$ cat config.mk
export PLATFORM = sky130hd
export DESIGN_NAME = sdrc_regs
export DESIGN_NICKNAME = d
export VERILOG_FILES = /design/src/sdrc_pkg.sv /design/src/sdrc_rfsh_timer.sv /design/src/sdrc_regs.sv
export VERILOG_INCLUDE_DIRS = /design/src
export SDC_FILE = /design/constraint.sdc
export NUM_CORES = 1
export LEC_CHECK = 0
export ABC_AREA = 1
export BUFFER_PORTS_ARGS = -buffer_cell sky130_fd_sc_hd__buf_2
export CAP_MARGIN = 10
export CORE_MARGIN = 5
export CORE_UTILIZATION = 53
export DETAILED_ROUTE_END_ITERATION = 12
export PLACE_DENSITY = 0.8
export SYNTH_ARGS = -nofsm -noshare
export SYNTH_HDL_FRONTEND = slang
export SYNTH_SLANG_ARGS = --single-unit
$ cat constraint.sdc
create_clock -name clk_sys -period 2.15 [get_ports clk_sys]
set_input_delay 0 -clock clk_sys [delete_from_list [all_inputs] [get_ports clk_sys]]
set_output_delay 0 -clock clk_sys [all_outputs]
set_load 0.005 [all_outputs]
$ cat src/sdrc_cfg.svh
// constants of the sdram controller register interface
// How it works
// - mode zero: accesses run the normal activate, read, write, precharge flow
// - mode one: every access issues only a nop
// - mode two: every access issues precharge of all banks
// - mode three: load mode register with the access offset as value
// - mode four: every access issues an auto-refresh
// - mode five: extended load mode register with the access offset
// - mode six: memory enters deep power-down
// - 12-bit refresh count reloads a timer whose expiry pulses one refresh
// - no refresh at all until software writes the refresh count
// - configuration register resets to 852372C0
// - column field codes 0..3 give 8..11 column bits, reset 8
// - irq enable/disable write-only; mask and status read-only, reset zero
// - row field codes 0..2 give 11..13 row bits, 3 reserved
// - bank bit clear two banks, set four banks
// - cas field codes 1..3 give latency 1..3, 0 reserved
// - bus width bit clear 32 bits, set 16 bits
`ifndef SDRC_CFG_SVH
`define SDRC_CFG_SVH
`define SDRC_OFF_MODE 8'h00
`define SDRC_OFF_RFSH 8'h04
`define SDRC_OFF_CONF 8'h08
`define SDRC_OFF_HSPD 8'h0C
`define SDRC_OFF_LPWR 8'h10
`define SDRC_OFF_IEN 8'h14
`define SDRC_OFF_IDIS 8'h18
`define SDRC_OFF_IMSK 8'h1C
`define SDRC_OFF_ISTS 8'h20
`define SDRC_OFF_MDEV 8'h24
`define SDRC_CONF_RST 32'h852372C0
`define SDRC_COL_LSB 0
`define SDRC_ROW_LSB 2
`define SDRC_BANK_BIT 4
`define SDRC_CAS_LSB 5
`define SDRC_BW_BIT 7
`define SDRC_HSPD_MASK 32'h00000001
`define SDRC_LPWR_MASK 32'h00003FF3
`define SDRC_IRQ_MASK 32'h00000001
`define SDRC_MDEV_MASK 32'h00000013
`endif

$ cat src/sdrc_pkg.sv
// types of the sdram controller register interface
package sdrc_pkg;
  typedef enum logic [2:0] {
    SDRC_MD_NORMAL = 3'h0,
    SDRC_MD_NOP = 3'h1,
    SDRC_MD_PALL = 3'h2,
    SDRC_MD_LMR = 3'h3,
    SDRC_MD_AREF = 3'h4,
    SDRC_MD_ELMR = 3'h5,
    SDRC_MD_DPD = 3'h6,
    SDRC_MD_RSVD = 3'h7
  } sdrc_mode_t;
  typedef enum logic [2:0] {
    SDRC_CMD_NONE = 3'h0,
    SDRC_CMD_NOP = 3'h1,
    SDRC_CMD_PALL = 3'h2,
    SDRC_CMD_LMR = 3'h3,
    SDRC_CMD_AREF = 3'h4,
    SDRC_CMD_ELMR = 3'h5,
    SDRC_CMD_DPD = 3'h6,
    SDRC_CMD_NORMAL = 3'h7
  } sdrc_cmd_t;
  typedef struct packed {
    logic [3:0] col_bits;
    logic [3:0] row_bits;
    logic [2:0] bank_count;
    logic [1:0] cas_latency;
    logic [5:0] bus_width_select;
    logic [3:0] write_recovery_delay;
    logic [3:0] row_cycle_delay;
    logic [3:0] precharge_delay;
    logic [3:0] row_to_column_delay;
    logic [3:0] active_to_precharge_delay;
    logic [3:0] self_refresh_exit_delay;
  } sdrc_geom_t;
  typedef struct packed {
    logic valid;
    sdrc_cmd_t cmd;
    logic [27:0] mode_value;
  } sdrc_mem_cmd_t;
endpackage

$ cat src/sdrc_rfsh_timer.sv
// refresh interval timer
`timescale 1ns/1ns
module sdrc_rfsh_timer
  import sdrc_pkg::*;
(
  input wire logic clk_sys,
  input wire logic rstn,
  input wire logic load,
  input wire logic [11:0] count,
  output logic pulse
);
  logic armed_q, armed_d;
  logic [11:0] cnt_q, cnt_d;
  logic [11:0] reload_q, reload_d;
  logic pulse_q, pulse_d;

  always_comb begin
    armed_d = armed_q | load;
    reload_d = load ? count : reload_q;
    cnt_d = cnt_q;
    pulse_d = 1'b0;
    if (load) begin
      cnt_d = count;
    end else if (armed_q && reload_q != 12'h000) begin
      if (cnt_q == 12'h000) begin
        cnt_d = reload_q;
        pulse_d = 1'b1;
      end else begin
        cnt_d = cnt_q - 12'h001;
      end
    end
  end

  always_ff @(posedge clk_sys or negedge rstn) begin
    if (!rstn) begin
      armed_q <= 1'b0;
      cnt_q <= 12'h000;
      reload_q <= 12'h000;
      pulse_q <= 1'b0;
    end else begin
      armed_q <= armed_d;
      cnt_q <= cnt_d;
      reload_q <= reload_d;
      pulse_q <= pulse_d;
    end
  end

  assign pulse = pulse_q;
endmodule // sdrc_rfsh_timer

$ cat src/sdrc_regs.sv
// register file and command-mode selector of the sdram controller
`timescale 1ns/1ns
`include "sdrc_cfg.svh"
module sdrc_regs
  import sdrc_pkg::*;
(
  input wire logic clk_sys,
  input wire logic rstn,
  input wire logic wb_cyc_i,
  input wire logic wb_stb_i,
  input wire logic wb_we_i,
  input wire logic [7:0] wb_adr_i,
  input wire logic [3:0] wb_sel_i,
  input wire logic [31:0] wb_dat_i,
  output logic [31:0] wb_dat_o,
  output logic wb_ack_o,
  input wire logic mem_acc_i,
  input wire logic [27:0] mem_offset_i,
  output sdrc_mem_cmd_t mem_cmd_o,
  output logic refresh_req_o,
  output logic deep_pd_o,
  output sdrc_geom_t geom_o,
  output logic [31:0] lpwr_o,
  output logic decode_cycle_o
);
  logic ack_q, ack_d;
  logic [31:0] rdat_q, rdat_d;
  logic [2:0] mode_q, mode_d;
  logic [11:0] rfsh_q, rfsh_d;
  logic [31:0] conf_q, conf_d;
  logic [31:0] hspd_q, hspd_d;
  logic [31:0] lpwr_q, lpwr_d;
  logic [31:0] imsk_q, imsk_d;
  logic [31:0] ists_q, ists_d;
  logic rfsh_load;
  sdrc_mem_cmd_t cmd_q, cmd_d;
  logic dpd_q, dpd_d;
  logic req;
  logic wr;

  // merge write data under byte enables
  function automatic logic [31:0] merge(input logic [31:0] old,
                                        input logic [31:0] nw,
                                        input logic [3:0] sel);
    logic [31:0] r;
    r = old;
    for (int i = 0; i < 4; i++) begin
      if (sel[i]) begin
        r[i*8 +: 8] = nw[i*8 +: 8];
      end
    end
    return r;
  endfunction

  assign req = wb_cyc_i & wb_stb_i & ~ack_q;
  assign wr = req & wb_we_i;

  always_comb begin
    ack_d = req;
    mode_d = mode_q;
    rfsh_d = rfsh_q;
    conf_d = conf_q;
    hspd_d = hspd_q;
    lpwr_d = lpwr_q;
    imsk_d = imsk_q;
    ists_d = ists_q;
    rfsh_load = 1'b0;
    rdat_d = 32'h00000000;
    if (wr) begin
      unique case (wb_adr_i)
        `SDRC_OFF_MODE: mode_d = 3'(merge({29'h0, mode_q}, wb_dat_i,
                                          wb_sel_i));
        `SDRC_OFF_RFSH: begin
          rfsh_d = 12'(merge({20'h0, rfsh_q}, wb_dat_i, wb_sel_i));
          rfsh_load = wb_sel_i[0] | wb_sel_i[1];
        end
        `SDRC_OFF_CONF: conf_d = merge(conf_q, wb_dat_i, wb_sel_i);
        `SDRC_OFF_HSPD: hspd_d = merge(hspd_q, wb_dat_i, wb_sel_i)
                                 & `SDRC_HSPD_MASK;
        `SDRC_OFF_LPWR: lpwr_d = merge(lpwr_q, wb_dat_i, wb_sel_i)
                                 & `SDRC_LPWR_MASK;
        `SDRC_OFF_IEN: imsk_d = imsk_q | (merge(32'h0, wb_dat_i, wb_sel_i)
                                          & `SDRC_IRQ_MASK);
        `SDRC_OFF_IDIS: imsk_d = imsk_q & ~merge(32'h0, wb_dat_i,
                                                 wb_sel_i);
        default: ;
      endcase
    end else if (req) begin
      unique case (wb_adr_i)
        `SDRC_OFF_MODE: rdat_d = {29'h0, mode_q};
        `SDRC_OFF_RFSH: rdat_d = {20'h0, rfsh_q};
        `SDRC_OFF_CONF: rdat_d = conf_q;
        `SDRC_OFF_HSPD: rdat_d = hspd_q;
        `SDRC_OFF_LPWR: rdat_d = lpwr_q;
        `SDRC_OFF_IMSK: rdat_d = imsk_q;
        `SDRC_OFF_ISTS: begin
          rdat_d = ists_q;
          ists_d = 32'h0;
        end
        `SDRC_OFF_MDEV: rdat_d = lpwr_q & `SDRC_MDEV_MASK & 32'h0;
        default: rdat_d = 32'h00000000;
      endcase
    end
  end

  always_ff @(posedge clk_sys or negedge rstn) begin
    if (!rstn) begin
      ack_q <= 1'b0;
      rdat_q <= 32'h00000000;
      mode_q <= 3'h0;
      rfsh_q <= 12'h000;
      conf_q <= `SDRC_CONF_RST;
      hspd_q <= 32'h00000000;
      lpwr_q <= 32'h00000000;
      imsk_q <= 32'h00000000;
      ists_q <= 32'h00000000;
    end else begin
      ack_q <= ack_d;
      rdat_q <= rdat_d;
      mode_q <= mode_d;
      rfsh_q <= rfsh_d;
      conf_q <= conf_d;
      hspd_q <= hspd_d;
      lpwr_q <= lpwr_d;
      imsk_q <= imsk_d;
      ists_q <= ists_d;
    end
  end

  assign wb_ack_o = ack_q;
  assign wb_dat_o = rdat_q;

  sdrc_rfsh_timer u_timer (
    .clk_sys(clk_sys),
    .rstn(rstn),
    .load(rfsh_load),
    .count(rfsh_d),
    .pulse(refresh_req_o)
  );

  // command selection per memory access
  always_comb begin
    cmd_d = '0;
    dpd_d = dpd_q;
    if (mem_acc_i) begin
      cmd_d.valid = 1'b1;
      cmd_d.mode_value = 28'h0;
      unique case (sdrc_mode_t'(mode_q))
        SDRC_MD_NOP: cmd_d.cmd = SDRC_CMD_NOP;
        SDRC_MD_PALL: cmd_d.cmd = SDRC_CMD_PALL;
        SDRC_MD_LMR: begin
          cmd_d.cmd = SDRC_CMD_LMR;
          cmd_d.mode_value = mem_offset_i;
        end
        SDRC_MD_AREF: cmd_d.cmd = SDRC_CMD_AREF;
        SDRC_MD_ELMR: begin
          cmd_d.cmd = SDRC_CMD_ELMR;
          cmd_d.mode_value = mem_offset_i;
        end
        SDRC_MD_DPD: begin
          cmd_d.cmd = SDRC_CMD_DPD;
          dpd_d = 1'b1;
        end
        SDRC_MD_NORMAL, SDRC_MD_RSVD: begin
          cmd_d.cmd = SDRC_CMD_NORMAL;
          dpd_d = 1'b0;
        end
      endcase
    end
  end

  always_ff @(posedge clk_sys or negedge rstn) begin
    if (!rstn) begin
      cmd_q <= '0;
      dpd_q <= 1'b0;
    end else begin
      cmd_q <= cmd_d;
      dpd_q <= dpd_d;
    end
  end

  assign mem_cmd_o = cmd_q;
  assign deep_pd_o = dpd_q;
  assign lpwr_o = lpwr_q;
  assign decode_cycle_o = hspd_q[0];

  // decoded geometry; reserved row code 3 passes as 13 row bits, reserved cas code 0 as latency 2
  always_comb begin
    geom_o.col_bits = 4'(conf_q[`SDRC_COL_LSB +: 2]) + 4'h8;
    unique case (conf_q[`SDRC_ROW_LSB +: 2])
      2'h0: geom_o.row_bits = 4'hB;
      2'h1: geom_o.row_bits = 4'hC;
      default: geom_o.row_bits = 4'hD;
    endcase
    geom_o.bank_count = conf_q[`SDRC_BANK_BIT] ? 3'h4 : 3'h2;
    geom_o.cas_latency = (conf_q[`SDRC_CAS_LSB +: 2] == 2'h0) ? 2'h2
                         : conf_q[`SDRC_CAS_LSB +: 2];
    geom_o.bus_width_select = conf_q[`SDRC_BW_BIT] ? 6'h10 : 6'h20;
    geom_o.write_recovery_delay = conf_q[11:8];
    geom_o.row_cycle_delay = conf_q[15:12];
    geom_o.precharge_delay = conf_q[19:16];
    geom_o.row_to_column_delay = conf_q[23:20];
    geom_o.active_to_precharge_delay = conf_q[27:24];
    geom_o.self_refresh_exit_delay = conf_q[31:28];
  end
endmodule // sdrc_regs

# [Word-level counts from Yosys, hierarchy flattened]
# Cells that the tools add are included.
[classes] addsub=2 eq_ne=15 n_mux=38 bitwise_logic=9 n_reduce_logical=22
[op_table] operator="32-bit case mux with 6 select lines" count=1
[op_table] operator="8-bit 2-to-1 mux" count=13
[op_table] operator="32-bit 2-to-1 mux" count=3
[op_table] operator="32-bit case mux with 2 select lines" count=1
[op_table] operator="12-bit 2-to-1 mux" count=5
[op_table] operator="32-bit AND" count=1
[op_table] operator="8-bit by 5-bit == test with 1-bit output (second input constant)" count=4
[op_table] operator="32-bit NOT" count=1
[op_table] operator="32-bit by 1-bit bitwise OR with 32-bit output" count=1
[op_table] operator="28-bit 2-to-1 mux" count=1
[op_table] operator="3-bit AND reduction" count=8
[op_table] operator="3-bit case mux with 7 select lines" count=1
[op_table] operator="8-bit by 4-bit == test with 1-bit output (second input constant)" count=2
[op_table] operator="3-bit == test (second input constant)" count=4
[op_table] operator="12-bit logical NOT" count=1
[op_table] operator="12-bit nonzero test" count=1
[op_table] operator="12-bit by 1-bit subtractor with 12-bit output (second input constant)" count=1
[op_table] operator="8-bit by 3-bit == test with 1-bit output (second input constant)" count=1
[op_table] operator="8-bit logical NOT" count=1
[op_table] operator="1-bit 2-to-1 mux" count=7
[op_table] operator="3-bit by 2-bit == test with 1-bit output (second input constant)" count=2
[op_table] operator="6-bit 2-to-1 mux" count=1
[op_table] operator="3-bit case mux with 2 select lines" count=1
[op_table] operator="2-bit nonzero test" count=3
[op_table] operator="15 further kinds" count=21
[word_totals] ff_bits=184 input_bits=78 out_inout_bits=143 elab_cells=106

# [Longest topological paths before layout]
[depth] ltp_word=7 depth_mapped=11 depth_no_buf=10

# [Cells and area by module]
# Synthesis repeated with hierarchy kept, for this count alone.
[hier_totals] cells_unflattened=1012 area_unflattened_um2=8420.6
[by_module_without_submodules] module="sdrc_regs" instances=1 cells_per_inst=789 area_each_um2=6869.1 seq_area_each_um2=3968.8
[by_module_without_submodules] module="sdrc_rfsh_timer" instances=1 cells_per_inst=223 area_each_um2=1551.5 seq_area_each_um2=650.6

# [Worst setup path after synthesis]
# OpenSTA, ideal clock, no wires.
[synth_path] path_type="register to register" from="register u_timer.cnt_q[0]" to="register u_timer.cnt_q[1]" setup_time_ns=0.124 t_arrival_ns=1.512 path_slack_ns=0.514 path_stages_with_launch=10 synth_period_minus_slack_ns=1.636 path_cell_list="dfrtp_1 -> inv_1 -> ha_1 -> nor3b_2 -> nand2_1 -> buf_4 -> nand2_1 -> o21ai_0 -> nand2_1 -> nand3_1"
[synth_between] elab_chain_cells=4 word_cells_on_any_way=5
[synth_lines] item="from (decl)" line="sdrc_rfsh_timer.sv:13" text="logic [11:0] cnt_q, cnt_d;"
[synth_lines] item="from (signal assigned)" line="sdrc_rfsh_timer.sv:42" text="cnt_q <= cnt_d;"
[synth_lines] item="12-bit by 1-bit subtractor with 12-bit output or 12-bit logical NOT (tied branches)" line="sdrc_rfsh_timer.sv:29, sdrc_rfsh_timer.sv:25"
[synth_lines] item="12-bit 2-to-1 mux *" line="sdrc_rfsh_timer.sv:25" text="if (cnt_q == 12'h000) begin"
[synth_lines] item="12-bit 2-to-1 mux *" line="sdrc_rfsh_timer.sv:24" text="end else if (armed_q && reload_q != 12'h000) begin"
[synth_lines] item="12-bit 2-to-1 mux *" line="sdrc_rfsh_timer.sv:22" text="if (load) begin"
# Mark *: on every way between the ends. The rest lies on a longest branch, timed or not. The select of a mux whose other input is x is not followed.
# A chain may end at the register's enable or synchronous reset.

# [Worst setup path in the final report]
[layout_path] from="register ack_q, in the netlist wb_ack_o" to="register imsk_q[21]"
[layout_between] elab_chain_cells=4
[layout_lines] item="from (decl)" line="sdrc_regs.sv:26" text="logic ack_q, ack_d;"
[layout_lines] item="from (signal assigned)" line="sdrc_regs.sv:118" text="ack_q <= ack_d;"
[layout_lines] item="1-bit NOT" line="sdrc_regs.sv:55" text="assign req = wb_cyc_i & wb_stb_i & ~ack_q;"
[layout_lines] item="1-bit AND" line="sdrc_regs.sv:55"
[layout_lines] item="1-bit AND" line="sdrc_regs.sv:56" text="assign wr = req & wb_we_i;"
[layout_lines] item="2-bit AND reduction (no line)"
[layout_lines] item="to (signal assigned)" line="sdrc_regs.sv:125" text="imsk_q <= imsk_d;"
[layout_lines] item="to (decl)" line="sdrc_regs.sv:33" text="logic [31:0] imsk_q, imsk_d;"
# No other way between the ends.

==> results.py <==
metrics = {
    "status": {
        "status": "finished clean",
    },
    "grt": {
        "grt_pass1_wl_mm": 39.0,
        "grt_max_degree": 62,
        "grt_pass1_vias": 7663,
        "grt_usage": 0.269,
        "grt-ovfl-total": 0,
        "antenna_found_initial": 3,
    },
    "worst_hold_path": {
        "worstHoldPathType": "in -> reg",
    },
    "drt": {
        "drt-initial-drc-count": 635,
        "wl_per_cell_um": 16.5,
        "viasPerCell": 5.16,
        "vias": 7690,
        "drc": 0,
        "drt-pass1-iter-count": 7,
        "ant_nets": 0,
        "drt-total-wl_mm": 24.6,
    },
    "pwr": {
        "peakVddDrop_v": 0.000674,
        "p_comb_frac": 0.216,
        "pwr-share-clk": 0.378,
        "p_sw_frac": 0.298,
        "p_sw_mw": 2.76,
        "intPower_mw": 6.50,
        "leakagePower_nw": 5.87,
        "p_per_area_mw_per_mm2": 841,
        "p_seq_frac": 0.405,
    },
    "clocking": {
        "root_buffer": "clkbuf_16",
        "htreeDepth": 4,
        "tritoncts": "built",
        "post_cts_buffers": 0,
        "max-clock-path-buffers": 2,
        "cts_made_buffers": 17,
        "cts.sinks": 184,
        "clkTransAtPathRegs_ns": 0.07,
        "insertion_delay_ns": 0.44,
    },
    "final_layout": {
        "final_cell_mix": "nand2_1, buf_2, dfrtp_1, inv_1, dlygate4sd3_1",
        "fin_nets": 1337,
        "final_area_sq_mm": 0.0110,
        "drive_gt1_frac": 0.228,
        "layout_commonest_cell": "nand2_1",
        "syn_to_final_growth_pct": 30.6,
        "post-route-util": 0.698,
    },
    "setup_path": {
        "cp-end-kind": "flip-flop",
        "slowest_delay_ns": 0.59,
        "cp.buffers_inverters": 3,
        "required_ns": 2.46,
        "path_class": "reg -> reg",
        "crit_path_start_kind": "flip-flop",
        "arrival_ns": 2.32,
        "worstPathCellList": "inv_1, nand4_4, nor3_4, buf_6, a31oi_1, dlygate4sd3_1",
        "critPathMaxFanout": 23,
        "cpMaxStageDelayCell": "dlygate4sd3_1",
        "cp_top_family": "buffers and inverters",
    },
    "timing": {
        "rsz0062_at_grt": "no",
        "fmax_ghz": 0.499,
        "max_slew_margin": 0.515,
        "timing.final.crit_share": 0.932,
        "tightestPinTransition_ns": 0.726,
        "setup_tns_ns": 0,
        "fin_crit_ns": 2.00,
        "fin_skew_ns": 0.00777,
        "slew_viol_final": 0,
        "setup_violations": 0,
        "hold_viol": 0,
    },
    "synth": {
        "synth_cells": 992,
        "synth-seq-cells": 184,
        "synth-main-ff-cell": "dfrtp_1",
        "synth_warnings": 0,
        "async_reset_ff_frac": 1.00,
        "syn-cell-area_sq_mm": 0.00843,
        "yosysSeqAreaShare": 0.548,
        "synth_edf_count": 0,
        "synth.avg_cell_area_sq_um": 8.50,
        "yosysUniqueCellTypes": 34,
    },
    "floorplanning": {
        "coreArea_sq_mm": 0.0158,
        "die_h_um": 136,
        "ioPinCount": 221,
        "die_width_um": 136,
        "core.rowCount": 46,
        "die-area_sq_mm": 0.0185,
        "initial_core_util": 0.535,
    },
    "placed_design": {
        "placed_area_sq_mm": 0.00938,
        "dp_hpwl_mm": 15.9,
        "gp_congestion": 0.915,
        "io_buffers": 192,
    },
    "flow_run": {
        "drv_cap": 0,
    },
}
-- logic make-up (layout without fill, tap and decap cells) --
family,count (synthesis),count (layout),share of synthesized area
adders and majority gates,2,2,0.00297
other,2,31,0.000890
AOI/OAI and AO/OA,135,135,0.0884
and+or+nand+nor,426,426,0.221
buffers and inverters,240,492,0.136
DFF,184,184,0.548
xor gates and xnor gates,3,3,0.00312
-- final timing paths --
check	slack [ns]	to	from	depth (start not counted)
setup / recovery	0.15	imsk_q[21]	wb_ack_o	6
hold / removal	0.04	wb_dat_o[0]	wb_adr_i[3]	4
setup reg to reg	0.15	imsk_q[21]	wb_ack_o	6
hold reg to reg	0.48	u_timer.armed_q	u_timer.armed_q	1
min in group asynchronous	0.10	lpwr_o[12]	rstn	2
max in group asynchronous	1.24	u_timer.reload_q[11]	rstn	3
-- per-layer routing --
metal  GRT usage  wire length, um  up-vias  share of wire
met3      0.0677             2000       63          0.081
met4       0.109              759        0          0.031
met1       0.325             9460     3691           0.38
met5           0                0        -              0
met2       0.462            12400      388           0.50
li1            -                -     3548              -
-- cells in the mapped netlist, drive strengths merged, types with 2 or more instances --
cell    number  share of area
o21ai       87          0.053
nand2      227           0.10
nand3       72          0.046
buf         76          0.063
nor2       106          0.055
nand3b       2         0.0018
nand4        5         0.0055
and2         8         0.0059
conb         2        0.00089
a21oi        5         0.0030
a211oi       6         0.0053
o22ai        5         0.0037
or2          2         0.0015
dfrtp      172           0.51
xnor2        2         0.0021
clkbuf      12         0.0053
nor3         3         0.0024
inv        152          0.068
a31oi       31          0.023
dfstp       12          0.037
ha           2         0.0030
-- state kept, by name (all words and copies together), names as in the netlist, named ones only --
| register | flops |
|---|---|
| u_timer.reload_q | 12 |
| u_timer.pulse | 1 |
| mem_cmd_o | 32 |
| deep_pd_o | 1 |
| hspd_q | 1 |
| mode_q | 3 |
| conf_q | 32 |
| u_timer.armed_q | 1 |
| wb_dat_o | 32 |
| rfsh_q | 12 |
| u_timer.cnt_q | 12 |
| lpwr_o | 12 |
| imsk_q | 31 |
| wb_ack_o | 1 |
-- power groups by stage --
stage | Sequential [mW] | Combinational [mW] | Clock, mW
after floorplan | 3.76 | 1.37 | 0
after global placement | 3.80 | 1.80 | 0
after global routing | 3.76 | 2.26 | 3.69
final | 3.75 | 2.00 | 3.50
after detailed placement | 3.80 | 1.84 | 0
after CTS | 3.74 | 1.96 | 3.52
-- cell type report --
class | count | area, sq um
Clock inverter | 13 | 215
Tap cell | 216 | 270
Clock buffer | 19 | 453
Multi-Input combinational cell | 594 | 2770
Sequential cell | 184 | 4620
Timing Repair Buffer | 308 | 2100
Fill cell | 1176 | 4760
Antenna cell | 3 | 7.51
Inverter | 152 | 571
-- what timing repair did --
action,in CTS,in global routing
hold buffers,95,0
gates resized for setup,0,1
setup endpoints to repair,0,8
hold endpoints to repair,232,0
-- metrics by stage --
step | total power [mW] | worst slack (ns) | hold slack [ns] | std cells
2_1_floorplan | 5.13 | 0.514 | -0.296 | 1018
3_3_place_gp | 5.61 | 0.510 | 0.00189 | 1359
3_5_place_dp | 5.64 | 0.493 | -0.000957 | 1359
4_1_cts | 9.22 | 0.177 | 0.0223 | 1486
5_1_grt | 9.71 | 0.0394 | 0.0419 | 1489
6_report | 9.26 | 0.147 | 0.0364 | 1489
-- worst register-to-register path: stages, from the launching register on --
cell and delay, ns:
dfrtp_1 0.39, inv_1 0.12, nand4_4 0.16, nor3_4 0.24, buf_6 0.25, a31oi_1 0.14
dlygate4sd3_1 0.59
(Power assumes the default switching activity.)
